`config.mk`:
```
export PLATFORM = sky130hd
export DESIGN_NAME = cpus_top
export DESIGN_NICKNAME = d
export VERILOG_FILES = /design/src/hdl/cpus_pkg.sv /design/src/hdl/cpus_top.sv
export SDC_FILE = /design/constraint.sdc
export NUM_CORES = 1
export LEC_CHECK = 0
export BUFFER_PORTS_ARGS = -buffer_cell sky130_fd_sc_hd__buf_2
export CAP_MARGIN = 20
export CORE_MARGIN = 10
export CORE_UTILIZATION = 60
export DETAILED_ROUTE_END_ITERATION = 8
export PLACE_DENSITY = 0.79
export SYNTH_ARGS = -nofsm -noshare
export SYNTH_HDL_FRONTEND = slang
export SYNTH_SLANG_ARGS = --single-unit
```
`constraint.sdc`:
```
create_clock -name CORE_CLK -period 9.5 [get_ports CORE_CLK]
set_clock_uncertainty 0.05 [all_clocks]
set_input_delay 0.475 -clock CORE_CLK [delete_from_list [all_inputs] [get_ports CORE_CLK]]
set_output_delay 0.475 -clock CORE_CLK [all_outputs]
set_load 0.02 [all_outputs]
```
`src/hdl/cpus_pkg.sv`:
```
// Purpose: constants and types of the charger power-up sequencer
// Assumes: 200 MHz core clock
// Notes: times are kept in their own unit, cycle counts derived
package cpus_pkg;
  // ====================================================
  // clock rates and dividers
  localparam int unsigned CLK_HZ = 200_000_000;
  localparam int unsigned F_DIG_HZ = 500_000;
  localparam int unsigned F_LPDIG_HZ = 30_000;
  localparam int unsigned DIG_DIV = CLK_HZ / F_DIG_HZ;
  localparam int unsigned LP_DIV = CLK_HZ / F_LPDIG_HZ;
  localparam int unsigned DIG_PER_MS = F_DIG_HZ / 1000;
  localparam int unsigned LP_PER_MS = F_LPDIG_HZ / 1000;
  localparam int unsigned US_CYC = CLK_HZ / 1_000_000;
  localparam int unsigned TW = 26;
  // ====================================================
  // timing
  localparam int unsigned T_BIAS_DLY_MS = 220;
  localparam int unsigned T_BADSRC_MS = 30;
  localparam int unsigned T_RETRY_S = 2;
  localparam int unsigned T_RETRY_MS = T_RETRY_S * 1000;
  localparam int unsigned T_RETRY_GAP_MS = T_RETRY_MS - T_BADSRC_MS;
  localparam int unsigned T_TERM_DGL_MS = 250;
  localparam int unsigned T_RECHG_DGL_MS = 250;
  localparam int unsigned T_SYSOVLD_US = 100;
  localparam int unsigned T_BATOVP_US = 1;
  localparam int unsigned T_SAFETY_HR = 10;
  localparam int unsigned T_SAFETY_MS = T_SAFETY_HR * 3_600_000;
  localparam int unsigned T_TOPOFF_MIN = 30;
  localparam int unsigned T_TOPOFF_MS = T_TOPOFF_MIN * 60_000;
  localparam int unsigned T_BTN_EXIT_MS = 1000;
  localparam int unsigned T_BTN_RST_MS = 10_000;
  localparam int unsigned T_BATSW_RST_MS = 300;
  localparam int unsigned T_SM_DLY_MS = 12_000;
  localparam int unsigned T_INT_US = 100;
  // ====================================================
  // register map
  localparam logic [7:0] OFF_STATUS = 8'h00;
  localparam logic [7:0] OFF_CONTROL = 8'h04;
  localparam logic [7:0] OFF_ILIM = 8'h08;
  localparam logic [4:0] CTL_RST = 5'h03;
  localparam logic [4:0] ILIM_RST = 5'h04;
  localparam int unsigned CTL_CHG_EN = 0;
  localparam int unsigned CTL_TMR_SEL = 1;
  localparam int unsigned CTL_TOPOFF_LO = 2;
  localparam int unsigned CTL_SHIP_REQ = 4;
  localparam logic [1:0] TOPOFF_30MIN = 2'h2;
  // ====================================================
  // sequencer states
  typedef enum logic [2:0] {
    ST_OFF = 3'h0,
    ST_DLY = 3'h1,
    ST_QUAL = 3'h3,
    ST_DET = 3'h2,
    ST_VLIM = 3'h6,
    ST_RUN = 3'h4,
    ST_RETRY = 3'h7
  } cpus_state_t;
endpackage

```
`src/hdl/cpus_top.sv`:
```
// Purpose: power-up sequencer, timers and switch control of the charger
// Assumes: comparator levels are asynchronous, detector logic is on CORE_CLK
// Notes: ms and s timers run from the digital tick, slow tick when bias is off
// Summary of operation
// - supply release enables comparators, clears registers
// - battery only: switch closed, bias off
// - discharge overcurrent opens switch, sets disable
// - source bring-up runs in strict order
// - bias on after present, margin, 220 ms
// - any condition false: high impedance, bias off
// - qualify source with test load drawn
// - qualification pass sets input good, pulses
// - failed qualification retried every 2 s
// - type detection only after input good
// - detection done: pulse, limit, power good, type
// - bad source phase timed 30 ms
// - termination deglitched 250 ms
// - recharge deglitched 250 ms
// - system overcurrent deglitched 100 us
// - battery overvoltage deglitched 1 us
// - safety select set: fast charge ends 10 h
// - top-off field 10: 30 min top-off
// - button low about 1 s exits ship
// - button low 10 s resets battery switch
// - switch reset keeps switch open 300 ms
// - ship entry delayed 12 s after request
module cpus_dgl #(
  parameter int unsigned W = 26,
  parameter int unsigned LIM = 1
) (
  input wire logic clk,
  input wire logic rst_b,
  input wire logic tick,
  input wire logic cond,
  output logic hit
);
  logic [W-1:0] cnt_ff;
  always_ff @(posedge clk or negedge rst_b) begin
    if (!rst_b) begin
      cnt_ff <= '0;
    end else if (!cond) begin
      cnt_ff <= '0;
    end else if (tick && cnt_ff != W'(LIM)) begin
      cnt_ff <= cnt_ff + 1'b1;
    end
  end
  assign hit = cond && (cnt_ff == W'(LIM));
endmodule // cpus_dgl

module cpus_top import cpus_pkg::*; #(
  parameter int unsigned P_DIG_DIV = DIG_DIV,
  parameter int unsigned P_LP_DIV = LP_DIV,
  parameter int unsigned P_DIG_PER_MS = DIG_PER_MS,
  parameter int unsigned P_LP_PER_MS = LP_PER_MS,
  parameter int unsigned P_SAFETY_MS = T_SAFETY_MS,
  parameter int unsigned P_TOPOFF_MS = T_TOPOFF_MS,
  parameter int unsigned P_BTN_RST_MS = T_BTN_RST_MS,
  parameter int unsigned P_SM_DLY_MS = T_SM_DLY_MS
) (
  // clock and reset
  input wire logic CORE_CLK,
  input wire logic RST_B,
  // ahb-lite slave
  input wire logic HSEL,
  input wire logic [31:0] HADDR,
  input wire logic [1:0] HTRANS,
  input wire logic HWRITE,
  input wire logic [2:0] HSIZE,
  input wire logic [31:0] HWDATA,
  input wire logic HREADY,
  output logic [31:0] HRDATA,
  output logic HREADYOUT,
  output logic HRESP,
  // analog comparators
  input wire logic VBUS_UVLO_OK,
  input wire logic BAT_UVLO_OK,
  input wire logic BAT_DPL_OK,
  input wire logic INPUT_SENSE_PRESENT,
  input wire logic INPUT_SENSE_ABOVE_SLEEP,
  input wire logic VBUS_BELOW_OV,
  input wire logic VBUS_ABOVE_MIN,
  input wire logic BAT_OCP,
  input wire logic SYS_OVLD,
  input wire logic BAT_OVP,
  input wire logic TERM_COND,
  input wire logic RECHG_COND,
  input wire logic SHIP_EXIT_BUTTON_B,
  // detector and mode logic
  input wire logic BOOST_MODE,
  input wire logic DET_DONE,
  input wire logic [2:0] DET_TYPE,
  input wire logic [4:0] DET_ILIM,
  // control outputs
  output logic COMP_EN,
  output logic BIAS_REGULATOR_EN,
  output logic HIGH_IMPEDANCE_STATE,
  output logic SOURCE_TEST_LOAD_EN,
  output logic DET_START,
  output logic INPUT_VOLTAGE_LIMIT_SET,
  output logic CONV_EN,
  output logic BATTERY_SWITCH_ON,
  output logic CHG_EN,
  output logic [4:0] INPUT_CURRENT_LIMIT,
  // interrupt pin, open drain
  output logic INT_O,
  output logic INT_OE
);
  // ====================================================
  // parameter checks
  if (P_DIG_DIV < 1 || P_DIG_DIV > 65535 || P_LP_DIV < 1 || P_LP_DIV > 65535 ||
      P_DIG_PER_MS < 1 || P_LP_PER_MS < 1 || P_DIG_PER_MS > 65535 ||
      P_LP_PER_MS > 65535 || P_SAFETY_MS >= (1 << TW)) begin : g_bad
    $error("cpus_top: parameter out of range");
  end

  // ====================================================
  // input synchronisers
  localparam int unsigned NS = 13;
  logic [NS-1:0] raw;
  logic [NS-1:0] s1_ff;
  logic [NS-1:0] s2_ff;
  assign raw = {SHIP_EXIT_BUTTON_B, RECHG_COND, TERM_COND, BAT_OVP, SYS_OVLD, BAT_OCP,
                VBUS_ABOVE_MIN, VBUS_BELOW_OV, INPUT_SENSE_ABOVE_SLEEP,
                INPUT_SENSE_PRESENT, BAT_DPL_OK, BAT_UVLO_OK, VBUS_UVLO_OK};
  for (genvar i = 0; i < NS; i++) begin : g_sync
    always_ff @(posedge CORE_CLK or negedge RST_B) begin
      if (!RST_B) begin
        s1_ff[i] <= 1'b0;
        s2_ff[i] <= 1'b0;
      end else begin
        s1_ff[i] <= raw[i];
        s2_ff[i] <= s1_ff[i];
      end
    end
  end
  logic por_ok, bat_dpl, in_present, in_above, below_ov, above_min;
  logic ocp, sysovld, batovp, term_c, rechg_c, btn_low;
  assign por_ok = s2_ff[0] | s2_ff[1];
  assign bat_dpl = s2_ff[2];
  assign in_present = s2_ff[3];
  assign in_above = s2_ff[4];
  assign below_ov = s2_ff[5];
  assign above_min = s2_ff[6];
  assign ocp = s2_ff[7];
  assign sysovld = s2_ff[8];
  assign batovp = s2_ff[9];
  assign term_c = s2_ff[10];
  assign rechg_c = s2_ff[11];
  assign btn_low = !s2_ff[12];

  logic por_clr;
  assign por_clr = !por_ok;
  assign COMP_EN = por_ok;

  // ====================================================
  // tick generation
  cpus_state_t st_ff, nxt_st;
  logic bias_on, dig_tick, ms_tick, us_tick;
  logic [15:0] div_ff, ms_div_ff, div_lim, ms_lim;
  logic [7:0] us_ff;
  // slow tick while bias is off
  assign div_lim = bias_on ? 16'(P_DIG_DIV - 1) : 16'(P_LP_DIV - 1);
  assign ms_lim = bias_on ? 16'(P_DIG_PER_MS - 1) : 16'(P_LP_PER_MS - 1);
  assign dig_tick = div_ff >= div_lim;
  assign ms_tick = dig_tick && (ms_div_ff >= ms_lim);
  assign us_tick = us_ff == 8'(US_CYC - 1);
  always_ff @(posedge CORE_CLK or negedge RST_B) begin
    if (!RST_B) begin
      div_ff <= 16'h0000;
      ms_div_ff <= 16'h0000;
    end else begin
      div_ff <= dig_tick ? 16'h0000 : div_ff + 16'h0001;
      if (ms_tick) begin
        ms_div_ff <= 16'h0000;
      end else if (dig_tick) begin
        ms_div_ff <= ms_div_ff + 16'h0001;
      end
    end
  end
  always_ff @(posedge CORE_CLK or negedge RST_B) begin
    if (!RST_B) begin
      us_ff <= 8'h00;
    end else begin
      us_ff <= us_tick ? 8'h00 : us_ff + 8'h01;
    end
  end

  // ====================================================
  // source bring-up sequencer
  logic bias_ok, qual_bad_ff, qual_pass, det_end;
  logic [TW-1:0] st_tmr_ff;
  // present, margin (or below in boost)
  assign bias_ok = in_present && (BOOST_MODE ? !in_above : in_above);
  always_comb begin
    nxt_st = st_ff;
    qual_pass = 1'b0;
    det_end = 1'b0;
    if (!bias_ok) begin
      nxt_st = ST_OFF;
    end else begin
      case (st_ff)
        ST_OFF: nxt_st = ST_DLY;
        ST_DLY: if (st_tmr_ff >= TW'(T_BIAS_DLY_MS)) nxt_st = ST_QUAL;
        ST_QUAL: if (st_tmr_ff >= TW'(T_BADSRC_MS)) begin
          if (qual_bad_ff) begin
            nxt_st = ST_RETRY;
          end else begin
            nxt_st = ST_DET;
            qual_pass = 1'b1;
          end
        end
        ST_RETRY: if (st_tmr_ff >= TW'(T_RETRY_GAP_MS)) nxt_st = ST_QUAL;
        ST_DET: if (DET_DONE) begin
          nxt_st = ST_VLIM;
          det_end = 1'b1;
        end
        ST_VLIM: nxt_st = ST_RUN;
        ST_RUN: nxt_st = ST_RUN;
        default: nxt_st = ST_OFF;
      endcase
    end
    if (por_clr) begin
      nxt_st = ST_OFF;
    end
  end
  always_ff @(posedge CORE_CLK or negedge RST_B) begin
    if (!RST_B) begin
      st_ff <= ST_OFF;
      st_tmr_ff <= '0;
    end else begin
      st_ff <= nxt_st;
      if (nxt_st != st_ff) begin
        st_tmr_ff <= '0;
      end else if (ms_tick && st_tmr_ff != '1) begin
        st_tmr_ff <= st_tmr_ff + 1'b1;
      end
    end
  end
  // pass needs both limits for the whole phase
  always_ff @(posedge CORE_CLK or negedge RST_B) begin
    if (!RST_B) begin
      qual_bad_ff <= 1'b0;
    end else if (st_ff != ST_QUAL) begin
      qual_bad_ff <= 1'b0;
    end else if (!(below_ov && above_min)) begin
      qual_bad_ff <= 1'b1;
    end
  end
  assign bias_on = !(st_ff == ST_OFF || st_ff == ST_DLY);
  assign BIAS_REGULATOR_EN = bias_on;
  assign HIGH_IMPEDANCE_STATE = !bias_on;
  assign SOURCE_TEST_LOAD_EN = st_ff == ST_QUAL;
  // detection after input good, bias up
  assign DET_START = st_ff == ST_DET;
  assign INPUT_VOLTAGE_LIMIT_SET = st_ff == ST_VLIM;
  assign CONV_EN = st_ff == ST_RUN;

  // ====================================================
  // status flags and interrupt pulse
  logic input_good_flag_ff, power_good_flag_ff;
  logic [2:0] source_type_field_ff;
  logic [4:0] ilim_ff, ctl_ff;
  logic [6:0] int_ff;
  logic wr_ilim, wr_ctl;
  always_ff @(posedge CORE_CLK or negedge RST_B) begin
    if (!RST_B) begin
      input_good_flag_ff <= 1'b0;
      power_good_flag_ff <= 1'b0;
      source_type_field_ff <= 3'h0;
      ilim_ff <= ILIM_RST;
    end else if (por_clr) begin
      input_good_flag_ff <= 1'b0;
      power_good_flag_ff <= 1'b0;
      source_type_field_ff <= 3'h0;
      ilim_ff <= ILIM_RST;
    end else begin
      if (wr_ilim) begin
        ilim_ff <= HWDATA[4:0];
      end
      if (st_ff == ST_OFF) begin
        input_good_flag_ff <= 1'b0;
        power_good_flag_ff <= 1'b0;
      end
      if (qual_pass) begin
        input_good_flag_ff <= 1'b1;
      end
      if (det_end) begin
        ilim_ff <= DET_ILIM;
        power_good_flag_ff <= 1'b1;
        source_type_field_ff <= DET_TYPE;
      end
    end
  end
  always_ff @(posedge CORE_CLK or negedge RST_B) begin
    if (!RST_B) begin
      int_ff <= 7'h00;
    end else if (qual_pass || det_end) begin
      int_ff <= 7'(T_INT_US);
    end else if (us_tick && int_ff != 7'h00) begin
      int_ff <= int_ff - 7'h01;
    end
  end
  assign INT_O = 1'b0;
  assign INT_OE = int_ff != 7'h00;
  assign INPUT_CURRENT_LIMIT = ilim_ff;

  // ====================================================
  // charge timers
  logic done_ff, topoff_ff, safety_exp_ff, chg_allow;
  logic term_hit, rechg_hit, topoff_hit, safety_hit, batovp_hit;
  assign chg_allow = (st_ff == ST_RUN) && ctl_ff[CTL_CHG_EN] && !done_ff &&
                     !safety_exp_ff && !batovp_hit;
  assign CHG_EN = chg_allow;
  cpus_dgl #(.W(TW), .LIM(T_TERM_DGL_MS)) u_term (.clk(CORE_CLK), .rst_b(RST_B),
    .tick(ms_tick), .cond(chg_allow && !topoff_ff && term_c), .hit(term_hit));
  cpus_dgl #(.W(TW), .LIM(T_RECHG_DGL_MS)) u_rechg (.clk(CORE_CLK), .rst_b(RST_B),
    .tick(ms_tick), .cond(done_ff && rechg_c), .hit(rechg_hit));
  cpus_dgl #(.W(TW), .LIM(P_TOPOFF_MS)) u_topoff (.clk(CORE_CLK), .rst_b(RST_B),
    .tick(ms_tick), .cond(topoff_ff && chg_allow), .hit(topoff_hit));
  cpus_dgl #(.W(TW), .LIM(P_SAFETY_MS)) u_safety (.clk(CORE_CLK), .rst_b(RST_B),
    .tick(ms_tick), .cond(chg_allow && !topoff_ff && ctl_ff[CTL_TMR_SEL]),
    .hit(safety_hit));
  cpus_dgl #(.W(8), .LIM(T_BATOVP_US)) u_batovp (.clk(CORE_CLK), .rst_b(RST_B),
    .tick(us_tick), .cond(batovp), .hit(batovp_hit));
  always_ff @(posedge CORE_CLK or negedge RST_B) begin
    if (!RST_B) begin
      done_ff <= 1'b0;
      topoff_ff <= 1'b0;
      safety_exp_ff <= 1'b0;
    end else if (por_clr || st_ff != ST_RUN) begin
      done_ff <= 1'b0;
      topoff_ff <= 1'b0;
      safety_exp_ff <= 1'b0;
    end else begin
      if (rechg_hit) begin
        done_ff <= 1'b0;
      end
      if (term_hit) begin
        if (ctl_ff[CTL_TOPOFF_LO+1:CTL_TOPOFF_LO] == TOPOFF_30MIN) begin
          topoff_ff <= 1'b1;
        end else begin
          done_ff <= 1'b1;
        end
      end
      if (topoff_hit) begin
        topoff_ff <= 1'b0;
        done_ff <= 1'b1;
      end
      if (safety_hit) begin
        safety_exp_ff <= 1'b1;
      end
    end
  end

  // ====================================================
  // battery switch, ship mode and button
  logic dis_ff, ship_ff, rst_off_ff, in_d_ff, exit_d_ff, brst_d_ff;
  logic sysovld_hit, ship_hit, exit_hit, brst_hit, rst_done_hit;
  logic in_rise, exit_ev, brst_ev;
  cpus_dgl #(.W(8), .LIM(T_SYSOVLD_US)) u_sysovld (.clk(CORE_CLK), .rst_b(RST_B),
    .tick(us_tick), .cond(sysovld), .hit(sysovld_hit));
  cpus_dgl #(.W(TW), .LIM(P_SM_DLY_MS)) u_ship (.clk(CORE_CLK), .rst_b(RST_B),
    .tick(ms_tick), .cond(ctl_ff[CTL_SHIP_REQ]), .hit(ship_hit));
  cpus_dgl #(.W(TW), .LIM(T_BTN_EXIT_MS)) u_exit (.clk(CORE_CLK), .rst_b(RST_B),
    .tick(ms_tick), .cond(btn_low), .hit(exit_hit));
  cpus_dgl #(.W(TW), .LIM(P_BTN_RST_MS)) u_brst (.clk(CORE_CLK), .rst_b(RST_B),
    .tick(ms_tick), .cond(btn_low), .hit(brst_hit));
  cpus_dgl #(.W(TW), .LIM(T_BATSW_RST_MS)) u_roff (.clk(CORE_CLK), .rst_b(RST_B),
    .tick(ms_tick), .cond(rst_off_ff), .hit(rst_done_hit));
  assign in_rise = in_present && !in_d_ff;
  assign exit_ev = exit_hit && !exit_d_ff;
  assign brst_ev = brst_hit && !brst_d_ff;
  always_ff @(posedge CORE_CLK or negedge RST_B) begin
    if (!RST_B) begin
      in_d_ff <= 1'b0;
      exit_d_ff <= 1'b0;
      brst_d_ff <= 1'b0;
    end else begin
      in_d_ff <= in_present;
      exit_d_ff <= exit_hit;
      brst_d_ff <= brst_hit;
    end
  end
  // set terms last so a new fault beats a clear
  always_ff @(posedge CORE_CLK or negedge RST_B) begin
    if (!RST_B) begin
      dis_ff <= 1'b0;
      ship_ff <= 1'b0;
      rst_off_ff <= 1'b0;
    end else if (por_clr) begin
      dis_ff <= 1'b0;
      ship_ff <= 1'b0;
      rst_off_ff <= 1'b0;
    end else begin
      if (in_rise || exit_ev) begin
        dis_ff <= 1'b0;
        ship_ff <= 1'b0;
      end
      if (ocp || sysovld_hit) begin
        dis_ff <= 1'b1;
      end
      if (ship_hit) begin
        ship_ff <= 1'b1;
      end
      if (rst_done_hit) begin
        rst_off_ff <= 1'b0;
      end
      if (brst_ev) begin
        rst_off_ff <= 1'b1;
      end
    end
  end
  assign BATTERY_SWITCH_ON = bat_dpl && !dis_ff && !ocp && !ship_ff && !rst_off_ff;

  // ====================================================
  // ahb-lite register slave
  logic ph_ff, ph_wr_ff;
  logic [7:0] ph_addr_ff;
  logic [31:0] rdata_ff, rd_mux;
  logic acc;
  assign acc = HSEL && HREADY && HTRANS[1];
  assign wr_ctl = ph_ff && ph_wr_ff && ph_addr_ff == OFF_CONTROL;
  assign wr_ilim = ph_ff && ph_wr_ff && ph_addr_ff == OFF_ILIM;
  always_comb begin
    rd_mux = 32'h00000000;
    case ({HADDR[7:2], 2'b00})
      OFF_STATUS: rd_mux = {17'h0, 3'(st_ff), 1'b0, !bias_on, safety_exp_ff, done_ff,
                            chg_allow, ship_ff, dis_ff, source_type_field_ff,
                            power_good_flag_ff, input_good_flag_ff};
      OFF_CONTROL: rd_mux = {27'h0, ctl_ff};
      OFF_ILIM: rd_mux = {27'h0, ilim_ff};
      default: rd_mux = 32'h00000000;
    endcase
    if (HADDR[31:8] != 24'h000000) begin
      rd_mux = 32'h00000000;
    end
  end
  always_ff @(posedge CORE_CLK or negedge RST_B) begin
    if (!RST_B) begin
      ph_ff <= 1'b0;
      ph_wr_ff <= 1'b0;
      ph_addr_ff <= 8'h00;
      rdata_ff <= 32'h00000000;
    end else if (HREADY) begin
      ph_ff <= acc && HADDR[31:8] == 24'h000000;
      ph_wr_ff <= HWRITE;
      ph_addr_ff <= {HADDR[7:2], 2'b00};
      if (acc && !HWRITE) begin
        rdata_ff <= rd_mux;
      end
    end
  end
  // hardware clears the ship request; a bus write in the same cycle wins
  always_ff @(posedge CORE_CLK or negedge RST_B) begin
    if (!RST_B) begin
      ctl_ff <= CTL_RST;
    end else if (por_clr) begin
      ctl_ff <= CTL_RST;
    end else if (wr_ctl) begin
      ctl_ff <= HWDATA[4:0];
    end else if (ship_hit) begin
      ctl_ff[CTL_SHIP_REQ] <= 1'b0;
    end
  end
  assign HRDATA = rdata_ff;
  assign HREADYOUT = 1'b1;
  assign HRESP = 1'b0;
endmodule // cpus_top

```
==> flow_metrics.tcl <==
set metrics [dict create \
    status "complete, no violations" \
    crit_path_end_kind "flip-flop" \
    leakagePower_nw 8.86 \
    finalCriticalPeriod_ps 4640 \
    maxUsedRoutingLayer "met4" \
    cpPeakStageDelay_ps 800 \
    synth.area.top_cells "dfrtp_1 (46%), xnor2_1 (7.0%), nor4_1 (4.3%)" \
    critical_path.cell_chain "nor2_1 -> inv_1 -> ha_1 -> or4_1 -> a211o_1 -> a22oi_2 -> buf_4 -> buf_4 -> nor3_1 -> nand4_1 -> mux2_2" \
    muxShareOfSynthArea 0.0227 \
    synth_edf_count 0 \
    worstSkewPairLatency_ps 550 \
    p_seq_frac 0.467 \
    r2r_slack_ps 4860 \
    path_delay_family "buffers and inverters" \
    synth_cell_types 71 \
    core_area_um2 32600 \
    drv_cap 0 \
    timing.rr.start "st_ff[2]" \
    overflow 0 \
    cts_buffers 40 \
    clk_pin_slew_ps 60 \
    post_drt_wl_per_cell_um 17.2 \
    die_area_um2 40900 \
    hp-class "input pin to flip-flop" \
    crit_type "flip-flop to flip-flop" \
    cts_tree "built" \
    synth_compound_area_frac 0.0663 \
    post-route-period-util 0.489 \
    htreeDepth 2 \
    synth_flop_cell "dfrtp_1" \
    min_from "HADDR[4]" \
    cts_root_buf "clkbuf_16" \
    grtUsageTotal 0.220 \
    initial_utilization 0.611 \
    synth_top_family_by_area "simple AND/OR/NAND/NOR gates" \
    p_sw_uw 884 \
    cpMaxStageDelayCell "buf_4" \
    rr_worst_depth 11 \
    rsz0062_at_grt "no" \
    port_buffers 92 \
    powerDensity_nw_per_um2 161 \
    ys_ff_latch 373 \
    die_h_um 202 \
    switching_share 0.250 \
    drt_iter0_markers 1197 \
    synthSimpleGateAreaFrac 0.281 \
    holdPathEnd "ph_addr_ff[4]" \
    syn2layout_area_growth_pct 10.7 \
    finalSetupViolations 0 \
    vias 16000 \
    start_kind "flip-flop" \
    synthCells 2109 \
    placed_cell_area_um2 20500 \
    synth_xor_area_frac 0.0892 \
    gp_congestion 0.857 \
    synth-async-reset-ratio 1.00 \
    wl_met3_mm 2.06 \
    fin_tns_setup_ps 0 \
    drtPass1Iterations 5 \
    pwr-share-comb 0.073 \
    die_width_um 202 \
    ir_drop_v 0.000159 \
    relSlewSlack 0.373 \
    synth_area_leader_cell "dfrtp_1" \
    report.final.slew_viol_count 0 \
    grt_max_degree 123 \
    cp_max_fo 84 \
    antennaDiodeCount 0 \
    mappedNetlistArea_um2 19900 \
    reg2reg_to "u_brst.cnt_ff[9]" \
    hold_violations 0 \
    p_int_mw 2.66 \
    clock-sinks 373 \
    num_rows 66 \
    clockBufferDepth 3 \
    layout.nets 2307 \
    seq_area_frac_synth 0.469 \
    layout-drive-gt1-share 0.0965 \
    grt_pass1_wl_mm 77.6 \
    arrival_ps 5030 \
    cp_num_buf_inv 3 \
    post-synth-top-area-fraction 0.465 \
    grt_pass1_vias 15900 \
    cp.depth 11 \
    path_common_cell "buf_4" \
    antenna_found_initial 0 \
    ant_nets 0 \
    synth_adder_area_share 0.0251 \
    post-route-drc-count 0 \
    routed_wl_mm 45.3 \
    design_area_um2 22100 \
    drt-met1-wl_mm 19.8 \
    syn_area_per_cell_um2 9.45 \
    fmax_ghz 0.215 \
    yosysWarnings 0 \
    met2_length_mm 22.4 \
    dp_hpwl_mm 29.5 \
    crit_required_ps 9880 \
    power_mw 3.54 \
    clock_power_share 0.460 \
    ioPinCount 147 \
    hold_depth 2 \
    drt-vias-per-instance 6.06 \
    worstMarginPinSlew_ps 938 \
]
==> area by class of cell <==
cell class              count  area (um2)
fillers                  2468       10600
multi-input cells        1561        9760
flip-flops and latches    373        9340
clock buffers              51        1110
repair buffers            128         776
well taps                 442         553
clock inverters            19         265
inverters                  66         248
==> metal layers <==
layer  up-vias  GRT usage
met2       417      0.370
met1      7869      0.291
met5         -          0
li1       7643          -
met3        81     0.0289
met4         0     0.0639
==> registers in the layout, summed over array words and instances (netlist names), 26 cells and up <==
signal	count
u_brst.cnt_ff	26
u_exit.cnt_ff	26
u_roff.cnt_ff	26
u_ship.cnt_ff	26
u_safety.cnt_ff	26
u_rechg.cnt_ff	26
u_topoff.cnt_ff	26
st_tmr_ff	26
u_term.cnt_ff	26
==> synth_stat cells (all sizes together), types with 3 or more instances <==
cell type and n:
nor3b 6, or2 7, nand3b 3, dfrtp 370
nor2 227, nor2b 9, o21ai 44, mux2i 35
a22oi 3, mux2 9, o211ai 6, nand3 120
nor3 74, and3 47, nand4 82, or4 30
clkbuf 54, nor4bb 5, a31oi 9, inv 65
a21o 5, nand2b 12, xor2 43, dfstp 3
nor4 141, a22o 12, a211oi 10, a21boi 6
a2111oi 5, a21oi 63, xnor2 160, buf 76
o21a 10, nand2 154, nor4b 28, ha 40
o31ai 16, and2 42, or3 31, and4 23
==> metrics by stage <==
stage	util	setup slack, ps	std cells	hold WS (ps)
after global routing	0.676	4580	2640	115
after detailed placement	0.629	4950	2556	286
after floorplan	-	5540	2130	129
after CTS	0.676	4940	2640	104
after global placement	0.629	5010	2556	284
final	0.676	4860	2640	122
==> power by group through the flow <==
stage / Clock [mW] / Sequential [mW] / Combinational [mW]
5_1_grt: 1.72 / 1.66 / 0.286
3_5_place_dp: 0 / 1.68 / 0.251
3_3_place_gp: 0 / 1.68 / 0.245
4_1_cts: 1.65 / 1.65 / 0.257
2_1_floorplan: 0 / 1.67 / 0.178
6_report: 1.63 / 1.65 / 0.258
==> how the worst max path moves through the flow <==
stage                  start                  end  slack (ps)
floorplan           st_ff[1]     u_brst.cnt_ff[9]        5540
global placement    st_ff[2]   u_topoff.cnt_ff[1]        5010
detailed placement  st_ff[2]     u_brst.cnt_ff[9]        4950
CTS                 st_ff[2]     u_brst.cnt_ff[9]        4940
global route        st_ff[2]  u_safety.cnt_ff[10]        4580
finish              st_ff[2]     u_brst.cnt_ff[9]        4860
==> cell usage in the layout, fill, tap and decap left out, types with 16 or more instances in the layout <==
cell type,netlist,final
buf_4,33,22
nand2_1,153,153
dfrtp_1,370,369
mux2i_1,35,35
nor4b_1,28,28
inv_1,65,65
and2_1,40,40
or3_1,31,31
and3_1,47,47
ha_1,40,40
xor2_1,43,43
o31ai_1,16,16
a21oi_1,62,62
nor4_1,137,137
nor2_1,227,227
nand3_1,120,120
or4_1,30,30
and4_1,23,23
nor3_1,74,73
o21ai_0,43,43
conb_1,2,23
nand4_1,82,82
buf_2,33,91
xnor2_1,160,160
clkbuf_16,0,40
==> kinds of logic (layout without fill, tap and decap cells) <==
group,count (synthesis),after routing
mux,44,44
compound gates,205,205
flops,373,373
simple gates,1046,1046
other cells,2,23
buf+inv,196,264
fa+ha+maj,40,40
xor+xnor,203,203
==> what timing repair did <==
item                                   CTS  global route
setup buffers                            0             0
hold buffers                            14             0
endpoints found under the hold margin   24             0
gates resized for setup                  0             0
(Power assumes the default switching activity.)
